## src/hw/fsl_pkg.sv

```systemverilog
// Package for the fieldbus status lamp driver: state codes and pattern timing.
// Assumes a 100 MHz core clock; all pattern timing derives from it.
package fsl_pkg;
  localparam int unsigned CLK_HZ = 100000000;
  localparam int unsigned TICK_MS = 50;
  localparam int unsigned TICK_CYC = CLK_HZ / 1000 * TICK_MS;
  localparam int unsigned FLASH_MS = 200;
  localparam int unsigned PAUSE_MS = 1000;
  localparam int unsigned FLASH_TICKS = FLASH_MS / TICK_MS;
  localparam int unsigned PAUSE_TICKS = PAUSE_MS / TICK_MS;
  localparam int unsigned SINGLE_LEN = FLASH_TICKS + PAUSE_TICKS;
  localparam int unsigned DOUBLE_LEN = 3 * FLASH_TICKS + PAUSE_TICKS;
  localparam int unsigned PORTS = 2;
  localparam int unsigned ALIAS_W = 16;
  localparam logic [7:0] CHANGE_SET = 8'h01;
  typedef enum logic [2:0] {
    SM_BOOT = 3'h0,
    SM_INIT = 3'h1,
    SM_PREOP = 3'h2,
    SM_BOOTSTRAP = 3'h3,
    SM_SAFEOP = 3'h4,
    SM_OP = 3'h5
  } fsl_state_type;
endpackage : fsl_pkg

```

## src/hw/fsl_led_driver.sv

```systemverilog
// Status lamp pattern generator for a servo drive with a fieldbus slave.
// Assumes all status inputs are synchronous to core_clk_i; lamps are active high.
`timescale 1ns/1ps
`default_nettype none
module fsl_led_driver #(
  // Bench may shorten the tick; keep it above 8 cycles for the spacing check
  parameter int unsigned TICK_CYCLES = fsl_pkg::TICK_CYC
) (
  input wire logic core_clk_i,
  input wire logic arst_n_i,
  input wire logic bus_power_i,
  input wire logic drive_enable_i,
  input wire logic drive_fault_i,
  input wire logic [fsl_pkg::PORTS-1:0] link_valid_i,
  input wire logic [fsl_pkg::PORTS-1:0] frame_seen_i,
  input wire logic [2:0] slave_state_i,
  input wire logic fw_download_i,
  input wire logic pdi_wdog_i,
  input wire logic config_error_i,
  input wire logic [7:0] application_layer_state_report_i,
  input wire logic auto_change_i,
  input wire logic app_wdog_i,
  input wire logic alias_net_we_i,
  input wire logic [fsl_pkg::ALIAS_W-1:0] alias_net_i,
  input wire logic alias_setup_we_i,
  input wire logic [fsl_pkg::ALIAS_W-1:0] alias_setup_i,
  output logic [fsl_pkg::ALIAS_W-1:0] alias_o,
  output logic bridge_green_o,
  output logic bridge_red_o,
  output logic [fsl_pkg::PORTS-1:0] port_link_activity_lamp_o,
  output logic network_run_lamp_o,
  output logic error_lamp_o
);
  ////////////////////////////////////////////////////////////////////////////
  // 50 ms tick and pattern phase counters
  logic [22:0] div_q;
  logic tick;
  logic half_q;
  logic blink_q;
  logic [4:0] sgl_q;
  logic [4:0] dbl_q;
  assign tick = (div_q == 23'(TICK_CYCLES - 1));

  always_ff @(posedge core_clk_i or negedge arst_n_i) begin
    if (!arst_n_i) begin
      div_q <= 23'h0;
    end else if (tick) begin
      div_q <= 23'h0;
    end else begin
      div_q <= div_q + 23'h1;
    end
  end

  // One free-running set of phases keeps all lamps in step with each other
  always_ff @(posedge core_clk_i or negedge arst_n_i) begin
    if (!arst_n_i) begin
      half_q <= 1'b0;
      blink_q <= 1'b0;
      sgl_q <= 5'h0;
      dbl_q <= 5'h0;
    end else if (tick) begin
      half_q <= ~half_q;
      if (sgl_q[1:0] == 2'h3) begin
        blink_q <= ~blink_q;
      end
      sgl_q <= (sgl_q == 5'(fsl_pkg::SINGLE_LEN - 1)) ? 5'h0 : sgl_q + 5'h1;
      dbl_q <= (dbl_q == 5'(fsl_pkg::DOUBLE_LEN - 1)) ? 5'h0 : dbl_q + 5'h1;
    end
  end

  logic flicker;
  logic blink;
  logic single;
  logic double;
  assign flicker = ~half_q;
  assign blink = ~blink_q;
  assign single = (sgl_q < 5'(fsl_pkg::FLASH_TICKS));
  assign double = (dbl_q < 5'(fsl_pkg::FLASH_TICKS)) ||
                  (dbl_q >= 5'(2 * fsl_pkg::FLASH_TICKS) && dbl_q < 5'(3 * fsl_pkg::FLASH_TICKS));

  ////////////////////////////////////////////////////////////////////////////
  // Bridge lamp; fault wins so red and green never light together
  always_ff @(posedge core_clk_i or negedge arst_n_i) begin
    if (!arst_n_i) begin
      bridge_green_o <= 1'b0;
      bridge_red_o <= 1'b0;
    end else begin
      bridge_red_o <= drive_fault_i;
      bridge_green_o <= bus_power_i && drive_enable_i && !drive_fault_i;
    end
  end

  ////////////////////////////////////////////////////////////////////////////
  // Link lamps; traffic is remembered for one tick period
  logic [fsl_pkg::PORTS-1:0] act_cur_q;
  logic [fsl_pkg::PORTS-1:0] act_last_q;
  genvar p;
  generate
    for (p = 0; p < fsl_pkg::PORTS; p++) begin : g_port
      always_ff @(posedge core_clk_i or negedge arst_n_i) begin
        if (!arst_n_i) begin
          act_cur_q[p] <= 1'b0;
          act_last_q[p] <= 1'b0;
          port_link_activity_lamp_o[p] <= 1'b0;
        end else begin
          if (tick) begin
            act_last_q[p] <= act_cur_q[p] | frame_seen_i[p];
            act_cur_q[p] <= 1'b0;
          end else if (frame_seen_i[p]) begin
            act_cur_q[p] <= 1'b1;
          end
          if (!link_valid_i[p]) begin
            port_link_activity_lamp_o[p] <= 1'b0;
          end else if (act_last_q[p]) begin
            port_link_activity_lamp_o[p] <= flicker;
          end else begin
            port_link_activity_lamp_o[p] <= 1'b1;
          end
        end
      end
      link_dark_a: assert property (@(posedge core_clk_i) disable iff (!arst_n_i)
        !link_valid_i[p] |=> !port_link_activity_lamp_o[p])
        else $error("link lamp lit without link");
      link_steady_a: assert property (@(posedge core_clk_i) disable iff (!arst_n_i)
        (link_valid_i[p] && !act_last_q[p]) |=> port_link_activity_lamp_o[p])
        else $error("link lamp not steady on quiet link");
    end
  endgenerate

  ////////////////////////////////////////////////////////////////////////////
  // Network run lamp
  always_ff @(posedge core_clk_i or negedge arst_n_i) begin
    if (!arst_n_i) begin
      network_run_lamp_o <= 1'b0;
    end else if (fw_download_i) begin
      network_run_lamp_o <= flicker;
    end else begin
      case (slave_state_i)
        fsl_pkg::SM_OP: network_run_lamp_o <= 1'b1;
        fsl_pkg::SM_PREOP: network_run_lamp_o <= blink;
        fsl_pkg::SM_SAFEOP: network_run_lamp_o <= single;
        fsl_pkg::SM_BOOT, fsl_pkg::SM_BOOTSTRAP: network_run_lamp_o <= flicker;
        fsl_pkg::SM_INIT: network_run_lamp_o <= 1'b0;
        default: network_run_lamp_o <= 1'b0;
      endcase
    end
  end

  ////////////////////////////////////////////////////////////////////////////
  // Error lamp in priority order
  logic boot_err;
  assign boot_err = (slave_state_i == fsl_pkg::SM_INIT) &&
                    (application_layer_state_report_i == fsl_pkg::CHANGE_SET);
  always_ff @(posedge core_clk_i or negedge arst_n_i) begin
    if (!arst_n_i) begin
      error_lamp_o <= 1'b0;
    end else if (pdi_wdog_i) begin
      error_lamp_o <= 1'b1;
    end else if (app_wdog_i) begin
      error_lamp_o <= double;
    end else if (boot_err) begin
      error_lamp_o <= flicker;
    end else if (config_error_i) begin
      error_lamp_o <= blink;
    end else if (auto_change_i) begin
      error_lamp_o <= single;
    end else begin
      error_lamp_o <= 1'b0;
    end
  end

  ////////////////////////////////////////////////////////////////////////////
  // Alias; network write wins when both arrive together
  always_ff @(posedge core_clk_i or negedge arst_n_i) begin
    if (!arst_n_i) begin
      alias_o <= '0;
    end else if (alias_net_we_i) begin
      alias_o <= alias_net_i;
    end else if (alias_setup_we_i) begin
      alias_o <= alias_setup_i;
    end
  end

  ////////////////////////////////////////////////////////////////////////////
  // Checks
  bridge_red_a: assert property (@(posedge core_clk_i) disable iff (!arst_n_i)
    drive_fault_i |=> bridge_red_o && !bridge_green_o)
    else $error("bridge lamp not red in fault");
  bridge_green_a: assert property (@(posedge core_clk_i) disable iff (!arst_n_i)
    (bus_power_i && drive_enable_i && !drive_fault_i) |=> bridge_green_o)
    else $error("bridge lamp not green");
  run_op_a: assert property (@(posedge core_clk_i) disable iff (!arst_n_i)
    (slave_state_i == fsl_pkg::SM_OP && !fw_download_i) |=> network_run_lamp_o)
    else $error("run lamp dark in operational");
  run_init_a: assert property (@(posedge core_clk_i) disable iff (!arst_n_i)
    (slave_state_i == fsl_pkg::SM_INIT && !fw_download_i) |=> !network_run_lamp_o)
    else $error("run lamp lit in init");
  err_pdi_a: assert property (@(posedge core_clk_i) disable iff (!arst_n_i)
    pdi_wdog_i |=> error_lamp_o)
    else $error("error lamp not steady on watchdog");
  tick_period_a: assert property (@(posedge core_clk_i) disable iff (!arst_n_i)
    tick |=> !tick [*8])
    else $error("tick spacing too short");
  single_len_a: assert property (@(posedge core_clk_i) disable iff (!arst_n_i)
    (tick && sgl_q == 5'(fsl_pkg::SINGLE_LEN - 1)) |=> sgl_q == 5'h0)
    else $error("single flash period wrong");
  double_gap_a: assert property (@(posedge core_clk_i) disable iff (!arst_n_i)
    (app_wdog_i && !pdi_wdog_i && dbl_q >= 5'(fsl_pkg::FLASH_TICKS) && dbl_q < 5'(2 * fsl_pkg::FLASH_TICKS))
    |=> !error_lamp_o)
    else $error("double flash gap lit");
  err_priority_a: assert property (@(posedge core_clk_i) disable iff (!arst_n_i)
    (app_wdog_i && !pdi_wdog_i) |=> error_lamp_o == $past(double))
    else $error("error lamp not showing double flash");
  run_flash_dark_a: assert property (@(posedge core_clk_i) disable iff (!arst_n_i)
    (slave_state_i == fsl_pkg::SM_SAFEOP && !fw_download_i && sgl_q >= 5'(fsl_pkg::FLASH_TICKS))
    |=> !network_run_lamp_o)
    else $error("run lamp lit in single flash pause");
  alias_setup_a: assert property (@(posedge core_clk_i) disable iff (!arst_n_i)
    (alias_setup_we_i && !alias_net_we_i) |=> alias_o == $past(alias_setup_i))
    else $error("setup alias not written");
  alias_net_a: assert property (@(posedge core_clk_i) disable iff (!arst_n_i)
    alias_net_we_i |=> alias_o == $past(alias_net_i))
    else $error("alias not written");
endmodule : fsl_led_driver
`default_nettype wire

```

## config.mk

```make
export PLATFORM = sky130hd
export DESIGN_NAME = fsl_led_driver
export DESIGN_NICKNAME = d
export VERILOG_FILES = /design/src/hw/fsl_pkg.sv /design/src/hw/fsl_led_driver.sv
export SDC_FILE = /design/constraint.sdc
export NUM_CORES = 1
export LEC_CHECK = 0
export BUFFER_PORTS_ARGS = -buffer_cell sky130_fd_sc_hd__buf_2
export CAP_MARGIN = 20
export CORE_ASPECT_RATIO = 0.6
export CORE_MARGIN = 2
export CORE_UTILIZATION = 50
export CTS_BUF_LIST = sky130_fd_sc_hd__clkbuf_4 sky130_fd_sc_hd__clkbuf_8 sky130_fd_sc_hd__clkbuf_16
export CTS_CLUSTER_DIAMETER = 80
export DETAILED_ROUTE_END_ITERATION = 7
export PLACE_DENSITY = 0.82
export SYNTH_ARGS = -nofsm -noshare
export SYNTH_HDL_FRONTEND = slang
export SYNTH_SLANG_ARGS = --single-unit
```

## constraint.sdc

```tcl
create_clock -name core_clk_i -period 3.6 [get_ports core_clk_i]
set_input_delay 0.18 -clock core_clk_i [delete_from_list [all_inputs] [get_ports core_clk_i]]
set_output_delay 0.18 -clock core_clk_i [all_outputs]
set_load 0.02 [all_outputs]
```

==> results of run 1 <==
where the power goes:
group	total [mW]	internal (mW)	switching (mW)
sequential	0.715	0.705	0.00946
clock	0.527	0.249	0.277
combinational	0.139	0.0600	0.0786
placed cells by master, fill, tap and decap left out, types with 2 or more instances in the layout:
cell,n
o21ai_0,28
mux2i_1,19
clkbuf_8,9
nor3_1,8
dlygate4sd3_1,2
or4_1,2
mux2_2,3
clkinvlp_4,4
nand2_1,28
and3_1,2
or3_1,2
nand3_1,10
xor2_1,5
inv_1,6
nor2_1,21
buf_4,2
nand4_1,9
ha_1,4
o31ai_1,4
a21oi_1,4
and2_1,2
a21o_1,2
buf_2,80
xnor2_1,15
a21boi_0,2
clkinv_4,2
nand2b_1,3
dfrtp_1,61
nor4_1,7
sequential cells by signal, indices dropped and copies added, names as in the netlist:
| register | cells |
|---|---|
| sgl_q | 5 |
| bridge_red_o | 1 |
| alias_o | 16 |
| network_run_lamp_o | 1 |
| act_last_q | 2 |
| bridge_green_o | 1 |
| blink_q | 1 |
| div_q | 23 |
| dbl_q | 5 |
| error_lamp_o | 1 |
| act_cur_q | 2 |
| port_link_activity_lamp_o | 2 |
| half_q | 1 |
metal layers:
layer	vias to the layer above	track usage (%)	part of all wire, %
met4	0	9.291	2.1
met3	12	5.856	4.9
met2	67	31.13	45
met1	1134	30.63	48
met5	-	0	0
li1	1138	-	-
critical path, cell delays in order (launching register included):
cell	delay [ns]
dfrtp_1	0.41
ha_1	0.23
nand2_1	0.14
or4_1	0.74
or2_1	0.46
o31ai_1	0.31
how the worst min path moves through the flow:
stage	to	slack [ns]	depth (start not counted)
2_1_floorplan	act_cur_q[0]$_DFFE_PN0P_	-0.12	0
3_3_place_gp	bridge_red_o$_DFF_PN0_	0.30	1
3_5_place_dp	bridge_red_o$_DFF_PN0_	0.31	1
4_1_cts	bridge_green_o$_DFF_PN0_	0.02	3
5_1_grt	bridge_green_o$_DFF_PN0_	0.04	3
6_report	bridge_green_o$_DFF_PN0_	0.04	3
metrics by stage:
stage	setup WS [ns]	cell area (sq um)
after floorplan	1.645	2825
after global placement	1.359	3274
after detailed placement	1.215	3274
after CTS	1.223	3461
after global routing	0.9936	3491
final	1.202	3491
final cells by class:
| type | instances | area, sq um |
|---|---|---|
| inverter | 6 | 22.52 |
| timing repair buffer | 85 | 455.4 |
| tap | 69 | 86.33 |
| clock inverter | 7 | 52.55 |
| sequential | 61 | 1526 |
| clock buffer | 9 | 123.9 |
| fill | 451 | 2027 |
| multi-input combinational | 193 | 1224 |
Yosys cell counts (all sizes together):
library cell  number
o22a               1
inv                6
and2               2
clkbuf             7
a21o               2
o31ai              4
o41a               1
or2                1
nand4b             1
o221ai             1
mux2               3
nor4b              1
or4                2
dfrtp             61
a21oi              4
o31a               1
nand4              9
xor2               5
and4               1
ha                 4
o21ai             28
nor4               7
xnor2             15
and3               2
nand3             10
nor2              21
nor4bb             1
nor3b              1
o2bb2ai            1
buf                4
nor2b              1
nand2b             3
a31oi              1
nor3               8
or3                2
nand2             28
a21boi             2
mux2i             19
what timing repair did:
action	4_1_cts	5_1_grt
gates resized for setup	0	0
hold endpoints to repair	2	10
hold buffers	1	1
cells by family after synthesis:
logic type               after synthesis
AO/OA/AOI/OAI                         46
flip-flops                            61
buffers and inverters                 17
adder cells (fa/ha/maj)                4
AND/OR/NAND/NOR                      101
XOR/XNOR                              20
multiplexers                          22
==> flow_metrics.env, run 1 <==
export IMPL_ir_worst_vdd_mv=0.2028
export IMPL_worstHoldStart="drive_enable_i"
export IMPL_synthAdderAreaFrac_pct=1.771
export IMPL_die_x_microns=101.0
export IMPL_r2r_setup_slack_ns=1.20
export IMPL_startpoint_type="flop"
export IMPL_grt_pass1_wl_microns=10520
export IMPL_tritoncts="built"
export IMPL_via_per_inst=5.467
export IMPL_fin_cells=430
export IMPL_ys_ff_latch=61
export IMPL_yosysWarnings=0
export IMPL_htreeDepth=3
export IMPL_clk_path_buf_depth=2
export IMPL_synth_xor_area_share_pct=6.200
export IMPL_syn_nets=334
export IMPL_hold_viol=0
export IMPL_antenna_cells=0
export IMPL_grt_antenna_before_repair=0
export IMPL_antenna_left=0
export IMPL_path_clk_slew_ns=0.07
export IMPL_core_area_sq_um=5518
export IMPL_drt_wl_total_microns=6134
export IMPL_io_buffers=80
export IMPL_fp_row_count=21
export IMPL_r2r_start="div_q[0]$_DFF_PN0_"
export IMPL_seq_area_frac_synth_pct=54.03
export IMPL_r2r_end="dbl_q[2]$_DFFE_PN0N_"
export IMPL_synth_top_area_share_pct=54.03
export IMPL_end_kind="flop"
export IMPL_setup_viol=0
export IMPL_syn_to_final_growth_pct=23.56
export IMPL_synth_simple_gate_area_share_pct=17.76
export IMPL_worst_endpoint_arrival_ns=2.64
export IMPL_io_pins=81
export IMPL_insertion_delay_ns=0.34
export IMPL_worstSetupStartpoint="div_q[0]$_DFF_PN0_"
export IMPL_crit_end="dbl_q[2]$_DFFE_PN0N_"
export IMPL_route_detailed_drc=0
export IMPL_grt_overflow=0
export IMPL_avgSynthCellArea_sq_um=10.43
export IMPL_firstDrtPassIters=4
export IMPL_r2r_cells=5
export IMPL_die_height_microns=62.23
export IMPL_synth_top_cell_by_area="dfrtp_1"
export IMPL_drt_wirelength_per_cell_microns=14.27
export IMPL_rsz0062_at_grt="no"
export IMPL_syn_area_sq_um=2825
export IMPL_place_hpwl_microns=4538
export IMPL_tightest_slew_ns=0.6792
export IMPL_dpl_cell_count=411
export IMPL_min_period_ns=2.398
export IMPL_slew_headroom_pct=54.30
export IMPL_grt_start_max_net_pins=50
export IMPL_nets=419
export IMPL_hold_class="input port to flop"
export IMPL_grt_pass1_vias=2275
export IMPL_power_total_mw=1.380
export IMPL_synth_top_family_by_area="simple AND/OR/NAND/NOR gates"
export IMPL_start_util_pct=51.20
export IMPL_grt_use_total_pct=21.56
export IMPL_criticalPathCategory="flop to flop"
export IMPL_clock_skew_ns=0.006050
export IMPL_vias=2351
export IMPL_synth_mux_area_share_pct=7.927
export IMPL_die_area_sq_um=6288
export IMPL_fin_util_pct=63.27
export IMPL_hold_ws_ns=0.04248
export IMPL_finalSetupTns_ns=0
export IMPL_netlist_instances=271
export IMPL_drtIter0Drc=166
export IMPL_max_cap_violations=0
export IMPL_status="finished clean"
export IMPL_synth_area_leaders="dfrtp_1 (54%), mux2i_1 (6.7%), o21ai_0 (5.0%)"
export IMPL_cts_sinks=61
export IMPL_yosysUniqueCellTypes=39
export IMPL_pwr_density_cell_nw_per_um2=395.4
export IMPL_cts_root_buf="clkbuf_8"
export IMPL_slew_viol_final=0
export IMPL_period_share_pct=66.62
export IMPL_required_ns=3.84
export IMPL_fmax_mhz=416.9
export IMPL_drive_gt1_share_pct=28.25
export IMPL_cts_setup_buffers=0
export IMPL_leakage_nw=1.644
export IMPL_crit_fanout=16
export IMPL_gp_congestion=0.7869
export IMPL_synth_compound_area_share_pct=9.655
export IMPL_numCtsBuffers=9
Power figures use the tool's default switching activity.
==> run 2, diff against run 1 <==
ABC_AREA = 1   (was not set)
CORE_UTILIZATION = 48   (was 50)
PLACE_DENSITY = 0.81   (was 0.82)
clock period = 2 ns   (was 3.6 ns; I/O delays follow)
==> run 2 against run 1 <==
First-iteration DRC count down 4.2%. Synthesized cell count up 53%. Sequential share of layout area down 8.2 points. Sequential power up 80%. Die area up 15%. Flip-flop and latch count unchanged. Design area up 23%. Critical path depth up 4. Final cell count up 47%. Area after synthesis up 12%. Via count up 33%.
==> flow_metrics.env, run 2 <==
export IMPL_startpoint_type="flop"
export IMPL_clock_skew_ns=0.007343
export IMPL_max_cap_violations=0
export IMPL_async_reset_ff_share_pct=100.0
export IMPL_die_height_microns=66.78
export IMPL_largest_reg_flops=23
export IMPL_pre_cts_ws_ns=0.3023
export IMPL_gp_congestion=0.9997
export IMPL_synthTopCellsByCount="nand2_1 (150), dfrtp_1 (61), inv_1 (51), nor2_1 (49), nand3_1 (36)"
export IMPL_avgSynthCellArea_sq_um=7.616
export IMPL_cts_setup_buffers=0
export IMPL_seq_area_frac_synth_pct=48.41
export IMPL_crit_path_max_incr_delay_ns=0.37
export IMPL_criticalPathCategory="flop to flop"
export IMPL_antenna_left=0
export IMPL_synthMostInstantiatedCell="nand2_1"
export IMPL_nets=604
export IMPL_syn_nets=477
export IMPL_hold_class="input port to flop"
export IMPL_power_share_clock_pct=45.2
export IMPL_power_total_mw=2.963
export IMPL_switching_share_pct=22.58
export IMPL_die_area_sq_um=7254
export IMPL_regArea_sq_um=1526
export IMPL_p_seq_share_pct=43.5
export IMPL_io_pins=81
export IMPL_grt_pass1_wl_microns=13790
export IMPL_grt_use_total_pct=25.14
export IMPL_synth_top_cell_by_area="dfrtp_1"
export IMPL_drtIter0Drc=159
export IMPL_synth_top_area_share_pct=48.41
export IMPL_core_area_sq_um=6221
export IMPL_layout_common_cells="nand2_1 (150), buf_2 (80), dfrtp_1 (61), inv_1 (51), nor2_1 (49)"
export IMPL_worst_endpoint_arrival_ns=2.02
export IMPL_start_util_pct=50.68
export IMPL_grt_overflow=0
export IMPL_die_x_microns=108.6
export IMPL_grt_pass1_vias=2996
export IMPL_htreeDepth=3
export IMPL_critPathSlowestCell="dfrtp_1"
export IMPL_fin_cells=630
export IMPL_synth_area_leaders="dfrtp_1 (48%), nand2_1 (18%), inv_1 (6.1%)"
export IMPL_crit_top_cell="nand2_1"
export IMPL_pwr_density_cell_nw_per_um2=689.9
export IMPL_route_detailed_drc=0
export IMPL_synth_flop_cell="dfrtp_1"
export IMPL_path_cells="ha_1 > nand2_1 > nor2_4 > nand3_2 > nor2_1 > nand2_2 > inv_2 > nand2_1 > nand2_1"
export IMPL_tritoncts="built"
export IMPL_final_common_cell="nand2_1"
export IMPL_antenna_cells=0
export IMPL_drt_wl_total_microns=8245
export IMPL_tightest_slew_ns=0.6535
export IMPL_yosysUniqueCellTypes=26
export IMPL_cts_root_buf="clkbuf_8"
export IMPL_synth_edf_count=0
export IMPL_vias=3135
export IMPL_slew_headroom_pct=56.43
export IMPL_fin_util_pct=69.05
export IMPL_grt_antenna_before_repair=0
export IMPL_reg_top3="div_q: 23 flops, alias_o: 16 flops"
export IMPL_fp_row_count=22
export IMPL_p_comb_share_pct=11.3
export IMPL_io_buffers=80
export IMPL_ir_worst_vdd_mv=0.3950
export IMPL_syn_to_final_growth_pct=36.23
export IMPL_clk_path_buf_depth=2
export IMPL_hold_viol=0
export IMPL_dpl_cell_count=573
export IMPL_via_per_inst=4.976
export IMPL_leakage_nw=2.258
export IMPL_status="finished clean"
export IMPL_grt_start_max_net_pins=35
export IMPL_multiInputGateArea_sq_um=1388
export IMPL_insertion_delay_ns=0.34
export IMPL_netlist_instances=414
export IMPL_max_flop_register="div_q"
export IMPL_nFillCells=495
export IMPL_place_hpwl_microns=5558
export IMPL_drt_wirelength_per_cell_microns=13.09
export IMPL_yosysWarnings=0
export IMPL_p_switching_uw=669.0
export IMPL_period_share_pct=87.05
export IMPL_firstDrtPassIters=5
export IMPL_internal_power_mw=2.294
export IMPL_end_kind="flop"
export IMPL_setup_slack_ns=0.2590
export IMPL_min_period_ns=1.741
export IMPL_syn_area_sq_um=3153
export IMPL_crit_fanout=17
export IMPL_fmax_mhz=574.4
export IMPL_hold_buffers=39
export IMPL_cts_resized=0
export IMPL_ys_ff_latch=61
export IMPL_path_clk_slew_ns=0.07
export IMPL_drive_gt1_share_pct=21.25
export IMPL_slew_viol_final=0
export IMPL_required_ns=2.28
export IMPL_finalSetupTns_ns=0
export IMPL_setup_viol=0
export IMPL_rsz0062_at_grt="no"
export IMPL_numCtsBuffers=9
export IMPL_cts_sinks=61
run 2: power groups by stage:
stage	clock [mW]	sequential, mW	combinational [mW]
after floorplan	0	1.36	0.0612
after global placement	0	1.31	0.239
after detailed placement	0	1.31	0.246
after CTS	1.36	1.29	0.322
after global routing	1.42	1.29	0.367
final	1.34	1.29	0.334
run 2: worst max-delay path, delay by kind of cell, from the launching register on:
kind                       cells  cell delay [ns]
adders and majority gates      1             0.24
buffers and inverters          1             0.21
DFF                            1             0.37
and+or+nand+nor                7             0.85
run 2: per-layer routing:
| metal | part of all wire (%) | global-route usage [%] | vias up | wire, microns |
|---|---|---|---|---|
| met4 | 2.4 | 8.974 | 0 | 194 |
| met1 | 46 | 34.12 | 1488 | 3777 |
| li1 | - | - | 1529 | - |
| met3 | 6.3 | 5.577 | 20 | 518 |
| met2 | 46 | 39.84 | 98 | 3754 |
| met5 | 0 | 0 | - | 0 |
run 2: worst paths after layout:
kind	startpoint	end	slack [ns]	cells past startpoint
worst max-delay path	div_q[0]$_DFF_PN0_	dbl_q[4]$_DFFE_PN0N_	0.26	9
worst min-delay path	fw_download_i	network_run_lamp_o$_DFF_PN0_	0.02	3
worst max register to register	div_q[0]$_DFF_PN0_	dbl_q[4]$_DFFE_PN0N_	0.26	9
worst min register to register	act_last_q[0]$_DFFE_PN0N_	act_last_q[0]$_DFFE_PN0N_	0.49	2
max in group asynchronous	arst_n_i	div_q[22]$_DFF_PN0_	1.06	3
min in group asynchronous	arst_n_i	alias_o[12]$_DFFE_PN0P_	0.33	2
run 2: area by class of cell:
cell class,count,area share (%)
timing repair buffer,122,19.31
clock buffer,10,3.204
sequential,61,35.54
inverter,53,4.632
clock inverter,6,2.563
multi-input combinational,294,32.30
tap,84,2.447
run 2: through the flow:
step | cell area, sq um | hold slack (ns)
after detailed placement | 3638 | 0.1668
final | 4295 | 0.01761
after floorplan | 3153 | -0.1956
after global placement | 3638 | 0.1578
after global routing | 4295 | 0.02267
after CTS | 4277 | 0.004735
run 2: cells by family after synthesis:
| family | share of synthesized area, % |
|---|---|
| AND/OR/NAND/NOR | 34.44 |
| XOR/XNOR | 4.445 |
| flip-flops | 48.41 |
| adder cells (fa/ha/maj) | 1.587 |
| AO/OA/AOI/OAI | 3.532 |
| buffers and inverters | 7.579 |
